[config.mk]
export PLATFORM = sky130hd
export DESIGN_NAME = flc_fuse_lock_unit
export DESIGN_NICKNAME = d
export VERILOG_FILES = /design/src/hdl/flc_pkg.sv /design/src/hdl/flc_rst_sync.sv /design/src/hdl/flc_geom.sv /design/src/hdl/flc_fuse_lock_unit.sv
export SDC_FILE = /design/constraint.sdc
export NUM_CORES = 1
export LEC_CHECK = 0
export ABC_AREA = 0
export BUFFER_PORTS_ARGS = -buffer_cell sky130_fd_sc_hd__buf_2
export CAP_MARGIN = 20
export CORE_MARGIN = 2
export CORE_UTILIZATION = 39
export CTS_BUF_LIST = sky130_fd_sc_hd__clkbuf_4 sky130_fd_sc_hd__clkbuf_8
export DETAILED_ROUTE_END_ITERATION = 10
export GPL_TIMING_DRIVEN = 0
export PLACE_DENSITY = 0.66
export SLEW_MARGIN = 5
export SYNTH_ARGS = -nofsm -noshare
export SYNTH_HDL_FRONTEND = slang
export SYNTH_SLANG_ARGS = --single-unit
[constraint.sdc]
create_clock -name REF_CLK_IN -period 4.3 [get_ports REF_CLK_IN]
set_input_delay 0.43 -clock REF_CLK_IN [delete_from_list [all_inputs] [get_ports REF_CLK_IN]]
set_output_delay 0.43 -clock REF_CLK_IN [all_outputs]
set_load 0.02 [all_outputs]
[src/hdl/flc_pkg.sv]
package flc_pkg;

	// lock bit byte
	localparam int          LOCK_LOW_BIT       = 0;
	localparam int          LOCK_HIGH_BIT      = 1;
	localparam logic [1:0]  LOCK_RST           = 2'h3;
	localparam logic [5:0]  LOCK_UNUSED_READ   = 6'h3f;
	localparam logic [1:0]  LOCK_MODE1         = 2'h3;
	localparam logic [1:0]  LOCK_MODE2         = 2'h2;
	localparam logic [1:0]  LOCK_MODE3         = 2'h0;

	// fuse high byte
	localparam int          SELF_PROG_EN_BIT   = 4;
	localparam int          DEBUG_LINK_EN_BIT  = 3;
	localparam int          BROWNOUT_HI_BIT    = 2;
	localparam int          BROWNOUT_LO_BIT    = 1;
	localparam int          EXT_RESET_DIS_BIT  = 0;
	localparam logic [7:0]  FUSE_HIGH_UNUSED   = 8'he0;
	localparam logic [7:0]  FUSE_HIGH_RST      = 8'hff;

	// fuse low byte
	localparam int          SERIAL_PROG_EN_BIT = 7;
	localparam int          EEPROM_PRESERVE_BIT = 6;
	localparam int          WATCHDOG_ON_BIT    = 5;
	localparam int          CLOCK_DIV8_BIT     = 4;
	localparam int          STARTUP_SEL_HI_BIT = 3;
	localparam int          STARTUP_SEL_LO_BIT = 2;
	localparam int          CLOCK_SRC_HI_BIT   = 1;
	localparam int          CLOCK_SRC_LO_BIT   = 0;
	localparam logic [7:0]  FUSE_LOW_RST       = 8'h6a;
	localparam logic [1:0]  CLOCK_SRC_RC_9M6   = 2'h2;

	// firmware fuse/lock read pointers
	localparam logic [15:0] FW_PTR_FUSE_LOW    = 16'h0000;
	localparam logic [15:0] FW_PTR_LOCK        = 16'h0001;
	localparam logic [15:0] FW_PTR_FUSE_HIGH   = 16'h0003;

	// read selector shared by firmware and programmer
	localparam logic [1:0]  SEL_FUSE_LOW       = 2'h0;
	localparam logic [1:0]  SEL_LOCK           = 2'h1;
	localparam logic [1:0]  SEL_FUSE_HIGH      = 2'h3;

	// signature space
	localparam logic [1:0]  SIG_ADDR_0         = 2'h0;
	localparam logic [1:0]  SIG_ADDR_1         = 2'h1;
	localparam logic [1:0]  SIG_ADDR_2         = 2'h2;
	localparam logic [1:0]  CAL_ADDR_9M6       = 2'h0;
	localparam logic [1:0]  CAL_ADDR_4M8       = 2'h1;

	// programmer command codes
	localparam logic [2:0]  CMD_WR_LOCK        = 3'h0;
	localparam logic [2:0]  CMD_WR_FUSE_LOW    = 3'h1;
	localparam logic [2:0]  CMD_WR_FUSE_HIGH   = 3'h2;
	localparam logic [2:0]  CMD_CHIP_ERASE     = 3'h3;
	localparam logic [2:0]  CMD_RD_FUSE_LOCK   = 3'h4;
	localparam logic [2:0]  CMD_RD_SIGNATURE   = 3'h5;

	// memory geometry
	localparam int          FLASH_PC_W         = 9;
	localparam int          FLASH_WORD_W       = 4;
	localparam int          EEPROM_ADDR_W      = 6;
	localparam int          EEPROM_BYTE_W      = 2;

endpackage

[src/hdl/flc_rst_sync.sv]
`timescale 1ns/100ps
module flc_rst_sync
(
	input  wire logic clk_in,
	input  wire logic nrst_in,
	output logic      nrst_sync_out
);
	logic stage1_r;

	// release only after two edges; stage1 feeds nothing else
	always_ff @(posedge clk_in or negedge nrst_in)
	begin
		if (!nrst_in)
		begin
			stage1_r      <= 1'b0;
			nrst_sync_out <= 1'b0;
		end
		else
		begin
			stage1_r      <= 1'b1;
			nrst_sync_out <= stage1_r;
		end
	end
endmodule

[src/hdl/flc_geom.sv]
`timescale 1ns/100ps
module flc_geom
	import flc_pkg::*;
#(
	parameter int PC_W    = FLASH_PC_W,
	parameter int WORD_W  = FLASH_WORD_W,
	parameter int EEA_W   = EEPROM_ADDR_W,
	parameter int EBYTE_W = EEPROM_BYTE_W
)
(
	input  wire logic               clk_in,
	input  wire logic               nrst_in,
	input  wire logic [PC_W-1:0]    pc_in,
	input  wire logic [EEA_W-1:0]   eeprom_addr_in,
	output logic [WORD_W-1:0]       flash_word_index_out,
	output logic [PC_W-WORD_W-1:0]  flash_page_index_out,
	output logic [EBYTE_W-1:0]      eeprom_byte_out,
	output logic [EEA_W-EBYTE_W-1:0] eeprom_page_out
);
	always_ff @(posedge clk_in or negedge nrst_in)
	begin
		if (!nrst_in)
		begin
			flash_word_index_out <= '0;
			flash_page_index_out <= '0;
			eeprom_byte_out      <= '0;
			eeprom_page_out      <= '0;
		end
		else
		begin
			flash_word_index_out <= pc_in[WORD_W-1:0]; // RULE20
			flash_page_index_out <= pc_in[PC_W-1:WORD_W]; // RULE20
			eeprom_byte_out      <= eeprom_addr_in[EBYTE_W-1:0]; // RULE21
			eeprom_page_out      <= eeprom_addr_in[EEA_W-1:EBYTE_W]; // RULE21
		end
	end
endmodule

[src/hdl/flc_fuse_lock_unit.sv]
// Functional notes
// RULE1: two lock bits, raised only by erase
// RULE2: debug fuse keeps program memory readable
// RULE3: mode 1 imposes no locking
// RULE4: mode 2 blocks writes, fuses, debug
// RULE5: mode 3 also blocks memory verification
// RULE6: programmed fuse reads zero, else one
// RULE7: high fuse byte field layout, default ones
// RULE8: low fuse byte field layout and defaults
// RULE9: serial mode cannot change serial-enable fuse
// RULE10: watchdog-always-on disables watchdog interrupt
// RULE11: default clock source is 9.6 MHz RC
// RULE12: programmed low lock bit refuses fuse writes
// RULE13: chip erase leaves fuses unchanged
// RULE14: fuses latched on programming entry, applied after
// RULE15: eeprom preserve fuse acts immediately
// RULE16: fuses latched at power-up in normal mode
// RULE17: every reset loads 9.6 MHz calibration byte
// RULE18: firmware loads 4.8 MHz calibration itself
// RULE19: three-byte signature readable regardless of lock
// RULE20: flash 32 pages of 16 words
// RULE21: eeprom 16 pages of 4 bytes
// RULE22: firmware pointer 1 returns lock bits
// RULE23: firmware pointer 0 returns low fuses
// RULE24: firmware pointer 3 returns high fuses
// RULE25: normal-mode decode uses latched copies
`timescale 1ns/100ps
module flc_fuse_lock_unit
	import flc_pkg::*;
#(
	parameter logic [7:0] SIG_BYTE0 = 8'h5a, // arbitrary value
	parameter logic [7:0] SIG_BYTE1 = 8'h01, // arbitrary value
	parameter logic [7:0] SIG_BYTE2 = 8'h02, // arbitrary value
	parameter logic [7:0] CAL_9M6   = 8'h80,
	parameter logic [7:0] CAL_4M8   = 8'h80
)
(
	input  wire logic        REF_CLK_IN,
	input  wire logic        NRST_IN,
	input  wire logic        SYS_RESET_IN,
	input  wire logic        PROG_MODE_IN,
	input  wire logic        PROG_HV_IN,
	input  wire logic        PROG_CMD_VALID_IN,
	input  wire logic [2:0]  PROG_CMD_IN,
	input  wire logic [1:0]  PROG_ADDR_IN,
	input  wire logic [7:0]  PROG_DATA_IN,
	output logic [7:0]       PROG_RDATA_OUT,
	output logic             PROG_RVALID_OUT,
	output logic             PROG_REFUSED_OUT,
	output logic             ERASE_FLASH_OUT,
	output logic             ERASE_EEPROM_OUT,
	output logic             PROG_MEM_WR_OK_OUT,
	output logic             PROG_MEM_VERIFY_OK_OUT,
	input  wire logic        FW_RD_IN,
	input  wire logic [15:0] FW_PTR_IN,
	output logic [7:0]       FW_RDATA_OUT,
	output logic             FW_RVALID_OUT,
	input  wire logic        OSC_CAL_WE_IN,
	input  wire logic [7:0]  OSC_CAL_WDATA_IN,
	output logic [7:0]       OSC_CAL_OUT,
	output logic             SELF_PROG_EN_OUT,
	output logic             DEBUG_LINK_EN_OUT,
	output logic             DEBUG_PM_READ_OUT,
	output logic [1:0]       BROWNOUT_LEVEL_OUT,
	output logic             EXT_RESET_DIS_OUT,
	output logic             SERIAL_PROG_EN_OUT,
	output logic             EEPROM_PRESERVE_OUT,
	output logic             WDT_ALWAYS_ON_OUT,
	output logic             WDT_IRQ_EN_OUT,
	output logic             CLOCK_DIV8_OUT,
	output logic [1:0]       STARTUP_SEL_OUT,
	output logic [1:0]       CLOCK_SRC_OUT,
	output logic             CLK_RC_9M6_OUT,
	input  wire logic [8:0]  FLASH_PC_IN,
	input  wire logic [5:0]  EEPROM_ADDR_IN,
	output logic [3:0]       FLASH_WORD_INDEX_OUT,
	output logic [4:0]       FLASH_PAGE_INDEX_OUT,
	output logic [1:0]       EEPROM_BYTE_OUT,
	output logic [3:0]       EEPROM_PAGE_OUT
);
	logic       rst_n;
	logic [1:0] nv_lock_r;
	logic [7:0] nv_fuse_low_r;
	logic [7:0] nv_fuse_high_r;
	logic [1:0] lat_lock_r;
	logic [7:0] lat_fuse_low_r;
	logic [7:0] lat_fuse_high_r;
	logic       prog_prev_r;
	logic       pu_done_r;
	logic [1:0] nv_lock_nxt;
	logic [7:0] nv_fuse_low_nxt;
	logic [7:0] nv_fuse_high_nxt;
	logic [7:0] osc_cal_r;

	// reads lock, low and high fuse bytes by selector
	function automatic logic [7:0] pick_byte(input logic [1:0] sel, input logic [1:0] lock,
		input logic [7:0] flo, input logic [7:0] fhi);
		logic [7:0] res;
		res = 8'h00;
		unique case (sel)
			SEL_FUSE_LOW:  res = flo; // RULE23
			SEL_LOCK:      res = {LOCK_UNUSED_READ, lock}; // RULE22
			SEL_FUSE_HIGH: res = fhi; // RULE24
			default:       res = 8'h00;
		endcase
		return res;
	endfunction

	flc_rst_sync u_rst_sync
	(
		.clk_in        (REF_CLK_IN),
		.nrst_in       (NRST_IN),
		.nrst_sync_out (rst_n)
	);

	flc_geom u_geom
	(
		.clk_in               (REF_CLK_IN),
		.nrst_in              (rst_n),
		.pc_in                (FLASH_PC_IN),
		.eeprom_addr_in       (EEPROM_ADDR_IN),
		.flash_word_index_out (FLASH_WORD_INDEX_OUT),
		.flash_page_index_out (FLASH_PAGE_INDEX_OUT),
		.eeprom_byte_out      (EEPROM_BYTE_OUT),
		.eeprom_page_out      (EEPROM_PAGE_OUT)
	);

	// command decode
	wire cmd_live     = PROG_CMD_VALID_IN & PROG_MODE_IN;
	wire fuse_locked  = ~nv_lock_r[LOCK_LOW_BIT]; // RULE12
	wire is_fuse_wr   = (PROG_CMD_IN == CMD_WR_FUSE_LOW) | (PROG_CMD_IN == CMD_WR_FUSE_HIGH);
	wire known_cmd    = (PROG_CMD_IN <= CMD_RD_SIGNATURE);
	wire refuse       = PROG_CMD_VALID_IN & (~PROG_MODE_IN | ~known_cmd | (is_fuse_wr & fuse_locked));
	wire go           = cmd_live & ~refuse;
	wire lock_wr_go   = go & (PROG_CMD_IN == CMD_WR_LOCK);
	wire low_wr_go    = go & (PROG_CMD_IN == CMD_WR_FUSE_LOW);
	wire high_wr_go   = go & (PROG_CMD_IN == CMD_WR_FUSE_HIGH);
	wire erase_go     = go & (PROG_CMD_IN == CMD_CHIP_ERASE);
	wire fuse_rd_go   = go & (PROG_CMD_IN == CMD_RD_FUSE_LOCK);
	wire sig_rd_go    = go & (PROG_CMD_IN == CMD_RD_SIGNATURE);

	// signature answers whatever the lock state
	wire [7:0] sig_byte = (PROG_ADDR_IN == SIG_ADDR_0) ? SIG_BYTE0 :
		(PROG_ADDR_IN == SIG_ADDR_1) ? SIG_BYTE1 :
		(PROG_ADDR_IN == SIG_ADDR_2) ? SIG_BYTE2 : 8'h00; // RULE19
	wire [7:0] prog_rd_byte = sig_rd_go ? sig_byte :
		pick_byte(PROG_ADDR_IN, nv_lock_r, nv_fuse_low_r, nv_fuse_high_r);

	// serial mode keeps the stored serial-enable bit
	wire [7:0] low_wr_data = PROG_HV_IN ? PROG_DATA_IN :
		{nv_fuse_low_r[SERIAL_PROG_EN_BIT], PROG_DATA_IN[6:0]}; // RULE9

	// lock bits only move toward programmed; erase is the way back
	assign nv_lock_nxt = erase_go ? LOCK_RST :
		lock_wr_go ? (nv_lock_r & PROG_DATA_IN[1:0]) : nv_lock_r; // RULE1
	// erase does not touch fuses
	assign nv_fuse_low_nxt  = low_wr_go ? low_wr_data : nv_fuse_low_r; // RULE13
	assign nv_fuse_high_nxt = high_wr_go ? (PROG_DATA_IN | FUSE_HIGH_UNUSED) : nv_fuse_high_r; // RULE7

	// latch at power-up in normal mode and at each programming entry/exit
	wire latch_ev = (~pu_done_r & ~PROG_MODE_IN) | (PROG_MODE_IN ^ prog_prev_r); // RULE14 RULE16

	// cells model a blank part after power-on; a real array would persist
	always_ff @(posedge REF_CLK_IN or negedge rst_n)
	begin
		if (!rst_n)
		begin
			nv_lock_r      <= LOCK_RST;
			nv_fuse_low_r  <= FUSE_LOW_RST; // RULE8
			nv_fuse_high_r <= FUSE_HIGH_RST; // RULE7
		end
		else
		begin
			nv_lock_r      <= nv_lock_nxt;
			nv_fuse_low_r  <= nv_fuse_low_nxt;
			nv_fuse_high_r <= nv_fuse_high_nxt;
		end
	end

	always_ff @(posedge REF_CLK_IN or negedge rst_n)
	begin
		if (!rst_n)
		begin
			lat_lock_r      <= LOCK_RST;
			lat_fuse_low_r  <= FUSE_LOW_RST;
			lat_fuse_high_r <= FUSE_HIGH_RST;
			prog_prev_r     <= 1'b0;
			pu_done_r       <= 1'b0;
		end
		else
		begin
			prog_prev_r <= PROG_MODE_IN;
			pu_done_r   <= 1'b1;
			if (latch_ev)
			begin
				lat_lock_r      <= nv_lock_r; // RULE14
				lat_fuse_low_r  <= nv_fuse_low_r; // RULE16
				lat_fuse_high_r <= nv_fuse_high_r;
			end
		end
	end

	// answers and erase pulses
	always_ff @(posedge REF_CLK_IN or negedge rst_n)
	begin
		if (!rst_n)
		begin
			PROG_RDATA_OUT   <= 8'h00;
			PROG_RVALID_OUT  <= 1'b0;
			PROG_REFUSED_OUT <= 1'b0;
			ERASE_FLASH_OUT  <= 1'b0;
			ERASE_EEPROM_OUT <= 1'b0;
			FW_RDATA_OUT     <= 8'h00;
			FW_RVALID_OUT    <= 1'b0;
		end
		else
		begin
			PROG_RVALID_OUT  <= fuse_rd_go | sig_rd_go;
			PROG_REFUSED_OUT <= refuse; // RULE12
			ERASE_FLASH_OUT  <= erase_go;
			ERASE_EEPROM_OUT <= erase_go & nv_fuse_low_r[EEPROM_PRESERVE_BIT]; // RULE15
			FW_RVALID_OUT    <= FW_RD_IN;
			if (fuse_rd_go | sig_rd_go)
				PROG_RDATA_OUT <= prog_rd_byte; // RULE6
			if (FW_RD_IN)
				FW_RDATA_OUT <= (FW_PTR_IN[15:2] == FW_PTR_FUSE_LOW[15:2]) ?
					pick_byte(FW_PTR_IN[1:0], nv_lock_r, nv_fuse_low_r, nv_fuse_high_r) :
					8'h00; // RULE22 RULE23 RULE24
		end
	end

	// calibration: hardware only ever loads the 9.6 MHz byte
	always_ff @(posedge REF_CLK_IN or negedge rst_n)
	begin
		if (!rst_n)
			osc_cal_r <= CAL_9M6; // RULE17
		else if (SYS_RESET_IN)
			osc_cal_r <= CAL_9M6; // RULE17
		else if (OSC_CAL_WE_IN)
			osc_cal_r <= OSC_CAL_WDATA_IN; // RULE18
	end
	assign OSC_CAL_OUT = osc_cal_r;

	// programming gates follow the live lock cells so new locks bite at once
	wire lock_mode1 = (nv_lock_r == LOCK_MODE1); // RULE3
	assign PROG_MEM_WR_OK_OUT     = PROG_MODE_IN & lock_mode1; // RULE4
	assign PROG_MEM_VERIFY_OK_OUT = PROG_MODE_IN & nv_lock_r[LOCK_LOW_BIT] |
		PROG_MODE_IN & (nv_lock_r == LOCK_MODE2); // RULE5

	// normal-mode functions from latched copies, except eeprom preserve from the live cell; programmed means zero
	wire lat_mode1 = (lat_lock_r == LOCK_MODE1);
	assign SELF_PROG_EN_OUT    = ~lat_fuse_high_r[SELF_PROG_EN_BIT]; // RULE25
	// link closes under lock, yet program readout stays open with the fuse
	assign DEBUG_LINK_EN_OUT   = ~lat_fuse_high_r[DEBUG_LINK_EN_BIT] & lat_mode1; // RULE4 RULE5
	assign DEBUG_PM_READ_OUT   = ~lat_fuse_high_r[DEBUG_LINK_EN_BIT]; // RULE2
	assign BROWNOUT_LEVEL_OUT  = {lat_fuse_high_r[BROWNOUT_HI_BIT], lat_fuse_high_r[BROWNOUT_LO_BIT]};
	assign EXT_RESET_DIS_OUT   = ~lat_fuse_high_r[EXT_RESET_DIS_BIT]; // RULE6
	assign SERIAL_PROG_EN_OUT  = ~lat_fuse_low_r[SERIAL_PROG_EN_BIT];
	assign EEPROM_PRESERVE_OUT = ~nv_fuse_low_r[EEPROM_PRESERVE_BIT]; // RULE15
	assign WDT_ALWAYS_ON_OUT   = ~lat_fuse_low_r[WATCHDOG_ON_BIT];
	assign WDT_IRQ_EN_OUT      = lat_fuse_low_r[WATCHDOG_ON_BIT]; // RULE10
	assign CLOCK_DIV8_OUT      = ~lat_fuse_low_r[CLOCK_DIV8_BIT];
	assign STARTUP_SEL_OUT     = {lat_fuse_low_r[STARTUP_SEL_HI_BIT],
		lat_fuse_low_r[STARTUP_SEL_LO_BIT]};
	assign CLOCK_SRC_OUT       = {lat_fuse_low_r[CLOCK_SRC_HI_BIT], lat_fuse_low_r[CLOCK_SRC_LO_BIT]};
	assign CLK_RC_9M6_OUT      = (CLOCK_SRC_OUT == CLOCK_SRC_RC_9M6); // RULE11
endmodule

==> out/metrics.yaml <==
status:
  status: "completed"
layout:
  seqCellArea_sq_um: 1960
  drive_above_1_share: 0.485
  final_nets: 449
  multi_input_area_sq_um: 972
  utilization: 0.532
  n_fill_cell: 719
  area_delta_synth_final_pct: 32.1
  antenna_cells: 0
sta:
  fin_hold_ws_ns: 0.192
  setup_viol: 0
  slew_viol_final: 0
  rsz0062_at_grt: "no"
  tightestPinTransition_ns: 0.730
  tns_ns: 0
  fin_skew_ns: 0.0100
  fmax_mhz: 543
  final.min_clock_period_ns: 1.84
  finalHoldViolations: 0
  finalCritPeriodShare: 0.429
  slew_headroom: 0.511
placement:
  detailed_place_hpwl_um: 5250
  place_congestion: 0.777
  numPortBuffers: 117
power_and_ir_drop:
  p_per_area_nw_per_um2: 409
  swShare: 0.239
  p_clk_frac: 0.394
  seqPwrFrac: 0.481
  internal_power_uw: 1280
  vdd_drop_max_uv: 200
  p_switching_uw: 402
  combPwrFrac: 0.125
  p_leak_uw: 0.00206
  total_power_uw: 1680
yosys:
  synth_common_cells: "dfrtp_1 (55), dfstp_2 (22), nand2_1 (22)"
  yosysMostFrequentCell: "dfrtp_1"
  ys_top_cells_by_area: "dfrtp_1 (44%), dfstp_2 (19%), mux2_2 (5.8%)"
  synth_cells: 258
  synth_top_area_frac: 0.443
  async_flop_share: 1.00
  seq_area_frac_synth: 0.629
  synth_area_per_cell_sq_um: 12.1
  synth_cell_types: 38
  ys_seq_elements: 77
  syn-cell-area_sq_um: 3110
  synth-main-ff-cell: "dfrtp_1"
  yosys_warnings: 0
  synth_area_leader_cell: "dfrtp_1"
  synth_edf_count: 0
worst_setup_path:
  cp.required_ns: 4.52
  crit_type: "reg -> reg"
  cp.arrival_ns: 2.06
  endpoint_kind: "flop"
  critPathLaunchType: "flop"
  r2r_cells: 5
  cp_max_fo: 9
detailed_routing:
  ant_nets: 0
  first_iter_violations: 124
  wl_um: 6940
  route.detailed.drc: 0
  vias_per_cell: 4.76
  wire_per_inst_um: 14.0
  num_vias: 2359
  firstDrtPassIters: 4
cts:
  clockBufferDepth: 2
  cts_tree: "built"
  clock_latency_ns: 0.34
  cts_setup_buffers: 0
  cts_root_buffer: "clkbuf_8"
  hold_buffers: 1
  postCtsResizedCells: 0
  cts_sinks: 77
  clkSlewWorstSetupHoldPaths_ns: 0.07
  cts_made_buffers: 9
  ctsHtreeMaxLevel: 3
global_routing:
  grt_start_max_net_pins: 45
  grt_pass1_wl_um: 11100
  overflow: 0
  grt_util_all_layers: 0.164
  antenna_found_initial: 0
  grt_pass1_vias: 2254
worst_hold_path:
  min_path_cells: 1
  hp-class: "in -> reg"
floorplan:
  die-area_sq_um: 8700
  initial_utilization: 0.402
  die_y_um: 93.3
  rows: 32
  core_sq_um: 7730
  die_w_um: 93.3
  pin_count: 122
flow_run:
  maxCapViolCount: 0
-- flip-flops by register name, summed over array words and instances (netlist names), 2 cells and up --
register and count:
FW_RDATA_OUT 8, nv_fuse_high_r 5, lat_fuse_high_r 5, nv_lock_r 2
nv_fuse_low_r 8, u_geom.flash_word_index_out 4, lat_fuse_low_r 7, lat_lock_r 2
u_geom.flash_page_index_out 5, u_geom.eeprom_page_out 4, u_geom.eeprom_byte_out 2, OSC_CAL_OUT 8
PROG_RDATA_OUT 8
-- metrics by stage --
stage / instances / setup slack [ns] / instance area [sq um]
global route: 496 / 2.32 / 4110
global placement: 478 / 1.22 / 3830
finish: 496 / 2.46 / 4110
CTS: 496 / 2.45 / 4110
detailed placement: 479 / 2.40 / 3850
floorplan: 259 / 2.04 / 3110
-- cells by family (layout without fill, tap and decap cells) --
logic type | Yosys count | in the layout | synth area share
buffers and inverters | 38 | 173 | 0.0600
and+or+nand+nor | 65 | 65 | 0.104
other | 1 | 2 | 0.00121
AOI/OAI and AO/OA | 46 | 46 | 0.0922
DFF | 77 | 77 | 0.629
muxes | 31 | 31 | 0.114
-- cell usage in the layout, fill, tap and decap left out, types with 2 or more instances in the layout --
| cell | instances |
|---|---|
| buf_4 | 7 |
| o22ai_1 | 11 |
| a21oi_1 | 7 |
| nor3b_1 | 2 |
| dfrtp_1 | 54 |
| o21ai_0 | 11 |
| and2_1 | 2 |
| nor3_1 | 2 |
| a31oi_1 | 3 |
| nand2_1 | 22 |
| dfstp_2 | 22 |
| mux2i_1 | 10 |
| inv_1 | 18 |
| o31ai_1 | 3 |
| nor4_1 | 3 |
| and3_1 | 4 |
| or4_1 | 2 |
| nor2_1 | 21 |
| buf_2 | 119 |
| clkbuf_8 | 10 |
| clkbuf_1 | 8 |
| o21a_1 | 3 |
| o211ai_1 | 3 |
| buf_6 | 2 |
| mux2_4 | 5 |
| clkbuf_4 | 2 |
| mux2_2 | 16 |
| conb_1 | 2 |
| bufinv_16 | 3 |
| nor2b_1 | 2 |
-- layer usage --
layer  global-route usage  part of all wire  routed length [um]
met1                0.221              0.44                3030
met2                0.263              0.50                3470
met3               0.0395             0.051                 353
met4               0.0515             0.012                  82
met5                    0                 0                   0
-- power by group through the flow --
stage	registers [uW]	clock network, uW	logic [uW]
2_1_floorplan	853	0	86.9
3_3_place_gp	828	0	198
3_5_place_dp	823	0	213
4_1_cts	809	679	214
5_1_grt	816	720	229
6_report	809	662	210
-- critical path: stages, from the launching register on --
cell and delay, ns:
dfstp_2 0.51, buf_4 0.16, nand3_4 0.07, nor3_2 0.56, nand2_1 0.12, mux2_2 0.30
-- worst paths after layout --
| check | slack (ns) | endpoint | start |
|---|---|---|---|
| hold reg to reg | 0.27 | u_geom.eeprom_byte_out[0] | u_rst_sync.nrst_sync_out |
| min in group asynchronous | 0.27 | u_geom.eeprom_byte_out[0] | u_rst_sync.nrst_sync_out |
| setup reg to reg | 2.46 | nv_fuse_low_r[7] | nv_lock_r[0] |
| setup / recovery | 2.46 | nv_fuse_low_r[7] | nv_lock_r[0] |
| hold / removal | 0.19 | u_geom.eeprom_page_out[0] | EEPROM_ADDR_IN[2] |
| max in group asynchronous | 3.39 | lat_fuse_high_r[0] | u_rst_sync.nrst_sync_out |
-- cell type report --
cell class / count / share of cell area
flip-flops and latches: 77 / 0.477
multi-input cells: 144 / 0.237
repair buffers: 119 / 0.150
clock buffers: 12 / 0.0372
well taps: 102 / 0.0311
plain buffers: 20 / 0.0289
clock inverters: 4 / 0.0231
inverters: 18 / 0.0164
(Power assumes the default switching activity.)
